==> config.mk <==
export PLATFORM = sky130hd
export DESIGN_NAME = mxp_ports
export DESIGN_NICKNAME = d
export VERILOG_FILES = /design/src/hw/mxp_pkg.sv /design/src/hw/mxp_ports.sv
export VERILOG_INCLUDE_DIRS = /design/src /design/src/hw
export SDC_FILE = /design/constraint.sdc
export NUM_CORES = 1
export LEC_CHECK = 0
export CAP_MARGIN = 20
export CORE_MARGIN = 5
export CORE_UTILIZATION = 50
export DETAILED_ROUTE_END_ITERATION = 6
export DONT_BUFFER_PORTS = 1
export PLACE_DENSITY = 0.67
export SLEW_MARGIN = 40
export SYNTH_ARGS = -nofsm -noshare
export SYNTH_HDL_FRONTEND = slang
export SYNTH_SLANG_ARGS = --single-unit
==> constraint.sdc <==
create_clock -name aclk -period 4.7 [get_ports aclk]
set_input_delay 0.94 -clock aclk [delete_from_list [all_inputs] [get_ports aclk]]
set_output_delay 0.94 -clock aclk [all_outputs]
set_load 0.01 [all_outputs]
==> src/hw/mxp_defs.svh <==
// Register indices, field masks, reset values and bus codes for the ports.
`ifndef MXP_DEFS_SVH
`define MXP_DEFS_SVH
`define MXP_ADDR_W       10
`define MXP_IDX_W        8
`define MXP_IDX_FDIR     8'h03
`define MXP_IDX_FVAL     8'h05
`define MXP_IDX_EVAL     8'h0a
`define MXP_IDX_PUA      8'h2c
`define MXP_IDX_GASN     8'h2d
`define MXP_IDX_CTRL     8'h3f
`define MXP_IDX_HVAL     8'h7c
`define MXP_IDX_HDIR     8'h7d
`define MXP_IDX_GVAL     8'h7e
`define MXP_IDX_GDIR     8'h7f
`define MXP_GASN_MASK    8'h3f
`define MXP_PUA_MASK     8'h0f
`define MXP_CTRL_MASK    8'h03
`define MXP_DIR_RST      8'h00
`define MXP_GASN_RST     8'h00
`define MXP_PUA_RST      8'h00
`define MXP_CTRL_RST     8'h02
`define MXP_CTRL_GATE    0
`define MXP_CTRL_PROG    1
`define MXP_PUA_H        0
`define MXP_PUA_G        1
`define MXP_PUA_F        2
`define MXP_PUA_B        3
`define MXP_RESP_OKAY    2'b00
`define MXP_RESP_DECERR  2'b11
`endif

==> src/hw/mxp_pkg.sv <==
// Types shared by the multiplexed port block.
`default_nettype none
package mxp_pkg;
    // Operating mode as strapped on the mode pins.
    typedef enum logic [1:0] {
        MXP_SINGLE   = 2'b00,
        MXP_EXPANDED = 2'b01,
        MXP_BOOT     = 2'b10,
        MXP_TEST     = 2'b11
    } mxp_mode_t;
    // One 8-bit pin group as driven by the block; oe_n low drives.
    typedef struct packed {
        logic [7:0] o;
        logic [7:0] oe_n;
    } mxp_pins_t;
    // Pull-up requests per port, already gated.
    typedef struct packed {
        logic b;
        logic f;
        logic g;
        logic h;
    } mxp_pullup_t;
endpackage : mxp_pkg
`default_nettype wire

==> src/hw/mxp_ports.sv <==
// Port E, F, G and H pin logic with its AXI4-Lite register file.
//
// The AXI4-Lite interface to the registers is this design's own decision.
`default_nettype none
`include "mxp_defs.svh"

// How it works
// - Port H direction bit: 0 input, 1 output.
// - Port G direction bit: 0 input, 1 output.
// - Single-chip/boot: port F resets as input, pull-ups off.
// - Expanded/test: F drives address, value register unmapped.
// - Reset makes all port H pins inputs.
// - Expanded/test reset enables PH7 program select.
// - Expanded/test: enabled chip select forces its H pin out.
// - Enabled pulse-width channel forces its H pin out.
// - Overrides keep direction bits; control returns afterwards.
// - Reset makes all port G pins inputs.
// - Expanded/test: PG7 carries read/write strobe.
// - Strobe forces PG7 out, direction bit untouched.
// - G assignment bit selects I/O or expansion address.
// - Assignment forces output, direction bit kept.
// - G assignment bits 7:6 read zero.
// - Pull-up enable bit switches port pull-ups.
// - Pull-up bits count only with gate set.
// - Pull-up assignment bits 7:4 read zero.
// - F and B pull-ups idle in expanded mode.
module mxp_ports
    import mxp_pkg::*;
(
    input  wire logic                  aclk,
    input  wire logic                  aresetn,
    input  wire logic [`MXP_ADDR_W-1:0] awaddr,
    input  wire logic                  awvalid,
    output var  logic                  awready,
    input  wire logic [31:0]           wdata,
    input  wire logic [3:0]            wstrb,
    input  wire logic                  wvalid,
    output var  logic                  wready,
    output var  logic [1:0]            bresp,
    output var  logic                  bvalid,
    input  wire logic                  bready,
    input  wire logic [`MXP_ADDR_W-1:0] araddr,
    input  wire logic                  arvalid,
    output var  logic                  arready,
    output var  logic [31:0]           rdata,
    output var  logic [1:0]            rresp,
    output var  logic                  rvalid,
    input  wire logic                  rready,
    input  wire logic [1:0]            mode_strap,
    input  wire logic [7:0]            pe_in,
    input  wire logic [7:0]            pf_in,
    input  wire logic [7:0]            pg_in,
    input  wire logic [7:0]            ph_in,
    output var  mxp_pins_t             pf_out,
    output var  mxp_pins_t             pg_out,
    output var  mxp_pins_t             ph_out,
    output var  mxp_pullup_t           pullup_on,
    input  wire logic [7:0]            addr_lo,
    input  wire logic [5:0]            expansion_address_line,
    input  wire logic                  bus_rw,
    input  wire logic [3:0]            cs_enable,
    input  wire logic [3:0]            cs_level,
    input  wire logic [3:0]            pwm_enable,
    input  wire logic [3:0]            pulse_width_output
);

    // Pin and strap synchronisers; stage one feeds stage two only.
    // Two stages keep a pin edge from reaching decode logic metastable.
    logic [33:0] sync1_q;              // First stage of all pin inputs.
    logic [33:0] sync2_q;              // Second stage, safe to read.
    wire  [7:0]  pe_s = sync2_q[7:0];  // Port E pins, analog-shared.
    wire  [7:0]  pf_s = sync2_q[15:8]; // Port F pins.
    wire  [7:0]  pg_s = sync2_q[23:16];// Port G pins.
    wire  [7:0]  ph_s = sync2_q[31:24];// Port H pins.

    // Software-visible state.
    mxp_mode_t   mode_q;               // Mode caught while in reset.
    logic [7:0]  f_dir_q;              // Port F direction bits.
    logic [7:0]  g_dir_q;              // Port G direction bits.
    logic [7:0]  h_dir_q;              // Port H direction bits.
    logic [7:0]  f_lat_q;              // Port F output latch.
    logic [7:0]  g_lat_q;              // Port G output latch.
    logic [7:0]  h_lat_q;              // Port H output latch.
    logic [7:0]  gasn_q;               // Port G assignment, 5:0 used.
    logic [7:0]  pua_q;                // Pull-up assignment, 3:0 used.
    logic [7:0]  ctrl_q;               // Gate and program-select bits.

    // Write address and write data channel holding state.
    logic [`MXP_ADDR_W-1:0] aw_addr_q; // Captured write address.
    logic        aw_full_q;            // Write address held.
    logic [31:0] w_data_q;             // Captured write data.
    logic        w_lane0_q;            // Low byte lane was enabled.
    logic        w_full_q;             // Write data held.

    // Synchronise pins; the strap is caught during reset.
    always_ff @(posedge aclk) begin
        sync1_q <= {mode_strap, ph_in, pg_in, pf_in, pe_in};
        sync2_q <= sync1_q;
    end

    // Mode decode: expanded and test both run the external bus.
    wire exp_mode = (mode_q == MXP_EXPANDED) || (mode_q == MXP_TEST);
    wire pu_gate  = ctrl_q[`MXP_CTRL_GATE];

    // Forced outputs per pin; direction bits are never touched by these.
    // Trade-off: forcing is an OR over the direction bits, so software
    // never sees its stored direction disturbed by a takeover.
    wire prog_sel = cs_enable[3] | ctrl_q[`MXP_CTRL_PROG];
    wire [3:0] cs_on = {prog_sel, cs_enable[2:0]} & {4{exp_mode}};
    wire [7:0] h_force = {cs_on, pwm_enable};
    wire [7:0] g_force = {exp_mode, 1'b0, gasn_q[5:0]};
    wire [7:0] f_oe  = exp_mode ? 8'hff : f_dir_q;
    wire [7:0] g_oe  = g_dir_q | g_force;
    wire [7:0] h_oe  = h_dir_q | h_force;

    // Pin values: alternate function wins where it is enabled.
    wire [7:0] f_val = exp_mode ? addr_lo : f_lat_q;
    wire [7:0] g_alt = {bus_rw, 1'b0, expansion_address_line};
    wire [7:0] g_val = (g_alt & g_force) | (g_lat_q & ~g_force);
    wire [7:0] h_alt = {cs_level, pulse_width_output};
    wire [7:0] h_val = (h_alt & h_force) | (h_lat_q & ~h_force);

    // Port readback: latch for outputs, pin level for inputs.
    // A limitation: reading a forced pin gives the latch, not the pin.
    wire [7:0] f_rd = (f_lat_q & f_oe) | (pf_s & ~f_oe);
    wire [7:0] g_rd = (g_lat_q & g_oe) | (pg_s & ~g_oe);
    wire [7:0] h_rd = (h_lat_q & h_oe) | (ph_s & ~h_oe);

    // Write decode; the port F value register is absent in bus modes.
    wire [`MXP_IDX_W-1:0] w_idx = aw_addr_q[`MXP_ADDR_W-1:2];
    wire do_write = aw_full_q & w_full_q & ~bvalid;
    wire wr_en    = do_write & w_lane0_q;
    wire [7:0] wb = w_data_q[7:0];
    wire f_val_map_w = (w_idx == `MXP_IDX_FVAL) & ~exp_mode;
    wire w_hit = (w_idx == `MXP_IDX_FDIR) | f_val_map_w
               | (w_idx == `MXP_IDX_EVAL) | (w_idx == `MXP_IDX_PUA)
               | (w_idx == `MXP_IDX_GASN) | (w_idx == `MXP_IDX_CTRL)
               | (w_idx == `MXP_IDX_HVAL) | (w_idx == `MXP_IDX_HDIR)
               | (w_idx == `MXP_IDX_GVAL) | (w_idx == `MXP_IDX_GDIR);

    // Read decode and data selection.
    wire [`MXP_IDX_W-1:0] r_idx = araddr[`MXP_ADDR_W-1:2];
    wire f_val_map_r = (r_idx == `MXP_IDX_FVAL) & ~exp_mode;
    logic [7:0] r_sel;                 // Selected register byte.
    logic       r_hit;                 // Address maps to a register.
    always_comb begin
        r_hit = 1'b1;
        case (r_idx)
            `MXP_IDX_FDIR: r_sel = f_dir_q;
            `MXP_IDX_EVAL: r_sel = pe_s;
            `MXP_IDX_PUA:  r_sel = pua_q & `MXP_PUA_MASK;
            `MXP_IDX_GASN: r_sel = gasn_q & `MXP_GASN_MASK;
            `MXP_IDX_CTRL: r_sel = ctrl_q & `MXP_CTRL_MASK;
            `MXP_IDX_HVAL: r_sel = h_rd;
            `MXP_IDX_HDIR: r_sel = h_dir_q;
            `MXP_IDX_GVAL: r_sel = g_rd;
            `MXP_IDX_GDIR: r_sel = g_dir_q;
            default: begin
                // Port F value reads only when it is in the map.
                r_sel = f_val_map_r ? f_rd : 8'h00;
                r_hit = f_val_map_r;
            end
        endcase
    end

    // Mode capture and register writes. The reset is synchronous, so
    // sampling the synchronised strap in the reset branch is safe.
    always_ff @(posedge aclk) begin
        if (!aresetn) begin
            mode_q  <= mxp_mode_t'(sync2_q[33:32]);
            f_dir_q <= `MXP_DIR_RST;
            g_dir_q <= `MXP_DIR_RST;
            h_dir_q <= `MXP_DIR_RST;
            gasn_q  <= `MXP_GASN_RST;
            pua_q   <= `MXP_PUA_RST;
            ctrl_q  <= `MXP_CTRL_RST;
        end else if (wr_en) begin
            case (w_idx)
                `MXP_IDX_FDIR: f_dir_q <= wb;
                `MXP_IDX_PUA:  pua_q   <= wb & `MXP_PUA_MASK;
                `MXP_IDX_GASN: gasn_q  <= wb & `MXP_GASN_MASK;
                `MXP_IDX_CTRL: ctrl_q  <= wb & `MXP_CTRL_MASK;
                `MXP_IDX_HDIR: h_dir_q <= wb;
                `MXP_IDX_GDIR: g_dir_q <= wb;
                default: begin
                    // Latches are handled below; read-only registers ignore writes.
                end
            endcase
        end
    end

    // Output latches have no reset: a pin drives its latch only once software
    // sets its direction, but a forced pin shows its latch on readback.
    always_ff @(posedge aclk) begin
        if (wr_en && f_val_map_w) f_lat_q <= wb;
        if (wr_en && w_idx == `MXP_IDX_GVAL) g_lat_q <= wb;
        if (wr_en && w_idx == `MXP_IDX_HVAL) h_lat_q <= wb;
    end

    // Pin drivers, registered so outputs come from flip-flops.
    always_ff @(posedge aclk) begin
        if (!aresetn) begin
            pf_out <= '{o: 8'h00, oe_n: 8'hff};
            pg_out <= '{o: 8'h00, oe_n: 8'hff};
            ph_out <= '{o: 8'h00, oe_n: 8'hff};
            pullup_on <= '0;
        end else begin
            pf_out <= '{o: f_val, oe_n: ~f_oe};
            pg_out <= '{o: g_val, oe_n: ~g_oe};
            ph_out <= '{o: h_val, oe_n: ~h_oe};
            // Pull-ups need the gate; F and B lose them to the bus.
            pullup_on.h <= pu_gate & pua_q[`MXP_PUA_H];
            pullup_on.g <= pu_gate & pua_q[`MXP_PUA_G];
            pullup_on.f <= pu_gate & pua_q[`MXP_PUA_F] & ~exp_mode;
            pullup_on.b <= pu_gate & pua_q[`MXP_PUA_B] & ~exp_mode;
        end
    end

    // Write channels: address and data are taken in either order and
    // held until both are in; the response follows one cycle later.
    always_ff @(posedge aclk) begin
        if (!aresetn) begin
            awready   <= 1'b1;
            wready    <= 1'b1;
            aw_full_q <= 1'b0;
            w_full_q  <= 1'b0;
            bvalid    <= 1'b0;
            bresp     <= `MXP_RESP_OKAY;
        end else begin
            if (awvalid && awready) begin
                aw_addr_q <= awaddr;
                aw_full_q <= 1'b1;
                awready   <= 1'b0;
            end
            if (wvalid && wready) begin
                w_data_q  <= wdata;
                w_lane0_q <= wstrb[0];
                w_full_q  <= 1'b1;
                wready    <= 1'b0;
            end
            if (do_write) begin
                aw_full_q <= 1'b0;
                w_full_q  <= 1'b0;
                bvalid    <= 1'b1;
                bresp     <= w_hit ? `MXP_RESP_OKAY : `MXP_RESP_DECERR;
            end
            if (bvalid && bready) begin
                // Reopen both channels only once the answer is gone.
                bvalid  <= 1'b0;
                awready <= 1'b1;
                wready  <= 1'b1;
            end
        end
    end

    // Read channel: data is sampled at the address handshake.
    always_ff @(posedge aclk) begin
        if (!aresetn) begin
            arready <= 1'b1;
            rvalid  <= 1'b0;
            rdata   <= 32'h0000_0000;
            rresp   <= `MXP_RESP_OKAY;
        end else if (arvalid && arready) begin
            arready <= 1'b0;
            rvalid  <= 1'b1;
            rdata   <= {24'h00_0000, r_sel};
            rresp   <= r_hit ? `MXP_RESP_OKAY : `MXP_RESP_DECERR;
        end else if (rvalid && rready) begin
            rvalid  <= 1'b0;
            arready <= 1'b1;
        end
    end
endmodule : mxp_ports
`default_nettype wire

==> flow_summary.ini <==
[clocking]
cts_tree = yes
cts_made_buffers = 23
clock_tree.root_cell = clkbuf_16
max_buffers_root_to_sink = 3
clkSlewWorstSetupHoldPaths_ns = 0.06
cts.sinks = 213
cts_setup_buffers = 0
resized_cells_post_cts = 0
postCtsHoldBufs = 0
clock_latency_ns = 0.51
ctsHtreeMaxLevel = 1

[power_and_ir_drop]
finalPower_uw = 3770
share_comb_of_total_power_pct = 2.8
power.switching_uw = 792
peak_supply_drop_v = 0.000333
power_leakage_uw = 0.00309
sequentialPowerShare_pct = 52.4
p_int_uw = 2980
power_per_cell_area_mw_per_mm2 = 464
power_frac_clock_pct = 44.8
switching_share_pct = 21.0

[setup_path]
cp-start-kind = register
timing.critical_path.required_ns = 5.05
crit_arrival_ns = 2.78
critPathMaxFanout = 9
worst_setup_path_end_kind = register
crit_type = reg2reg

[yosys]
ys_ff_latch = 213
netlist_instances = 653
synthesized_area_mm2 = 0.00738
postSynthAreaPerCell_um2 = 11.3
dominantRegCellSynth = dfxtp_1
netlist.area_leader.share_pct = 46.4
netlist.top_cell.by_area = dfxtp_1
ys_types = 57
number_of_enable_type_register_cells_in_the_synthesized_netlist = 42
postSynth.asyncResetShare_pct = 0
synth_seq_area_share_pct = 63.5
synth_area_leaders = dfxtp_1 46%, edfxtp_1 17%, mux2i_1 7.2%, o21ai_0 4.3%, nor2_1 3.1%
synthesis.yosys.warnings = 0

[timing]
final-hold-violation-count = 0
fin_worst_hold_slack_ns = 0.322
finalWorstPathRequiredPeriod_ns = 2.43
timing_worst_slew_pin_value_ns = 0.743
grt_setup_unrepaired = false
worst_clock_skew_on_the_final_layout_ns = 0.0216
fin_tns_setup_ns = 0
maxClockFrequency_mhz = 412
final_min_period_over_clock_period_pct = 51.6
slew-limit-headroom_pct = 50.3
setup_viol = 0
slew_limit_fails = 0

[final_layout]
final_core_utilization_pct = 56.2
design.final.nets = 777
antenna_cells_inserted = 0
post_route_cells_drive_above_1_share_pct = 8.13
multiInputGateArea_mm2 = 0.00247
seqCellArea_mm2 = 0.00468
layout_common_cells = 171 x dfxtp_1, 64 x o21ai_0, 60 x nor2_1
layout.filler_cells = 1237
stdcell_area_mm2 = 0.00814
synthToLayoutAreaGrowth_pct = 10.3
final_common_cell = dfxtp_1

[route]
drt_pass1_iterations = 5
route.detailed.drc = 0
dr_total_vias = 4912
wl_per_cell_um = 21.7
avgViaCountPerCell = 5.79
detail_route.iter0.violations = 382
route.antenna.remaining_nets = 0
finalWirelength_um = 18400

[placed_design]
detailed_place_hpwl_um = 12700
post_dp_cell_area_mm2 = 0.00742
place_congestion = 0.828
portBuffers = 0

[status]
status = complete, no violations

[floorplan]
start_util_pct = 51.0
die-area_mm2 = 0.0173
die_width_um = 131
die-height_um = 131
ioPinCount = 221
rows = 44
fp.coreArea_mm2 = 0.0145

[min_path]
min_delay_path_class = reg2reg

[job]
max_cap_viol_count = 0

[global_routing]
residual_overflow_from_global_routing = 0
grt_pass1_wl_um = 28800
first_global_vias = 5091
grt_antenna_before_repair = 1
global_route.usage.total_pct = 20.8
grt_start_max_net_pins = 65
## per-stage QoR
step / std cells / setup WS, ns
after global routing: 848 / 2.12
final: 848 / 2.27
after detailed placement: 808 / 2.06
after CTS: 848 / 2.25
after global placement: 808 / 2.12
after floorplan: 676 / 2.30
## synthesized netlist by cell type, drive strengths merged (2+ instances only)
| cell type | n |
|---|---|
| a41oi | 3 |
| or3 | 2 |
| dfxtp | 171 |
| nand4b | 4 |
| nor2b | 6 |
| a31oi | 8 |
| a31o | 2 |
| clkbuf | 23 |
| buf | 30 |
| nand3b | 5 |
| nand2b | 6 |
| a22oi | 3 |
| nand3 | 27 |
| and3 | 5 |
| mux2i | 53 |
| nor4b | 2 |
| a21o | 2 |
| nand4 | 4 |
| and4 | 3 |
| edfxtp | 42 |
| a21oi | 28 |
| mux2 | 9 |
| a221oi | 4 |
| o21ai | 64 |
| and4b | 3 |
| or4 | 3 |
| nor3 | 8 |
| and2 | 4 |
| nor3b | 7 |
| inv | 6 |
| nor2 | 60 |
| nand2 | 41 |
## flip-flops by register name, summed over array words and instances (netlist names), 2 cells and up
signal / cells
pua_q: 4
pg_out: 16
ctrl_q: 2
sync2_q: 33
aw_addr_q: 8
gasn_q: 6
h_lat_q: 8
h_dir_q: 8
g_dir_q: 8
pf_out: 16
f_lat_q: 8
ph_out: 16
g_lat_q: 8
sync1_q: 33
rdata: 8
w_data_q: 8
f_dir_q: 8
pullup_on: 4
## layer usage
| metal | up-vias | track usage, % | wire [um] |
|---|---|---|---|
| li1 | 2275 | - | - |
| met1 | 2360 | 25.4 | 7360 |
| met2 | 242 | 35.2 | 8960 |
| met3 | 33 | 6.35 | 1580 |
| met4 | 2 | 6.80 | 477 |
| met5 | - | 0 | 13 |
## final timing paths
kind	slack, ns	startpoint	depth (start not counted)	endpoint
worst max-delay path	2.27	aw_addr_q[6]	5	f_dir_q[2]
worst min-delay path	0.32	sync1_q[8]	0	sync2_q[8]
worst max register to register	2.27	aw_addr_q[6]	5	f_dir_q[2]
worst min register to register	0.32	sync1_q[8]	0	sync2_q[8]
## power groups by stage
| stage | clock [uW] | combinational [uW] | sequential [uW] |
|---|---|---|---|
| finish | 1690 | 107 | 1980 |
| global route | 1810 | 120 | 1980 |
| CTS | 1720 | 107 | 1980 |
| detailed placement | 0 | 106 | 2020 |
| global placement | 0 | 102 | 2020 |
| floorplan | 0 | 112 | 2000 |
## cell families (layout without fill, tap and decap cells)
family	count (synthesis)	in the layout	synth area share, %
AND/OR/NAND/NOR	192	192	13.6
multiplexers	62	62	8.57
flip-flops	213	213	63.5
AO/OA/AOI/OAI	126	126	9.91
other	1	24	0.0508
buffers and inverters	59	47	4.41
## critical path, cell delays in order, from the launching register on
cell and delay, ns:
edfxtp_1 0.50, or4_1 0.56, nor3_1 0.21, nor3b_4 0.68, mux2i_1 0.26, nor2_1 0.05
## area by class of cell
cell class / count / share of cell area (%)
timing repair buffer: 1 / 0.0922
inverter: 6 / 0.307
clock inverter: 4 / 0.292
multi-input combinational: 404 / 30.4
tap: 184 / 2.83
sequential: 213 / 57.6
clock buffer: 36 / 8.56
(Power assumes the default switching activity.)
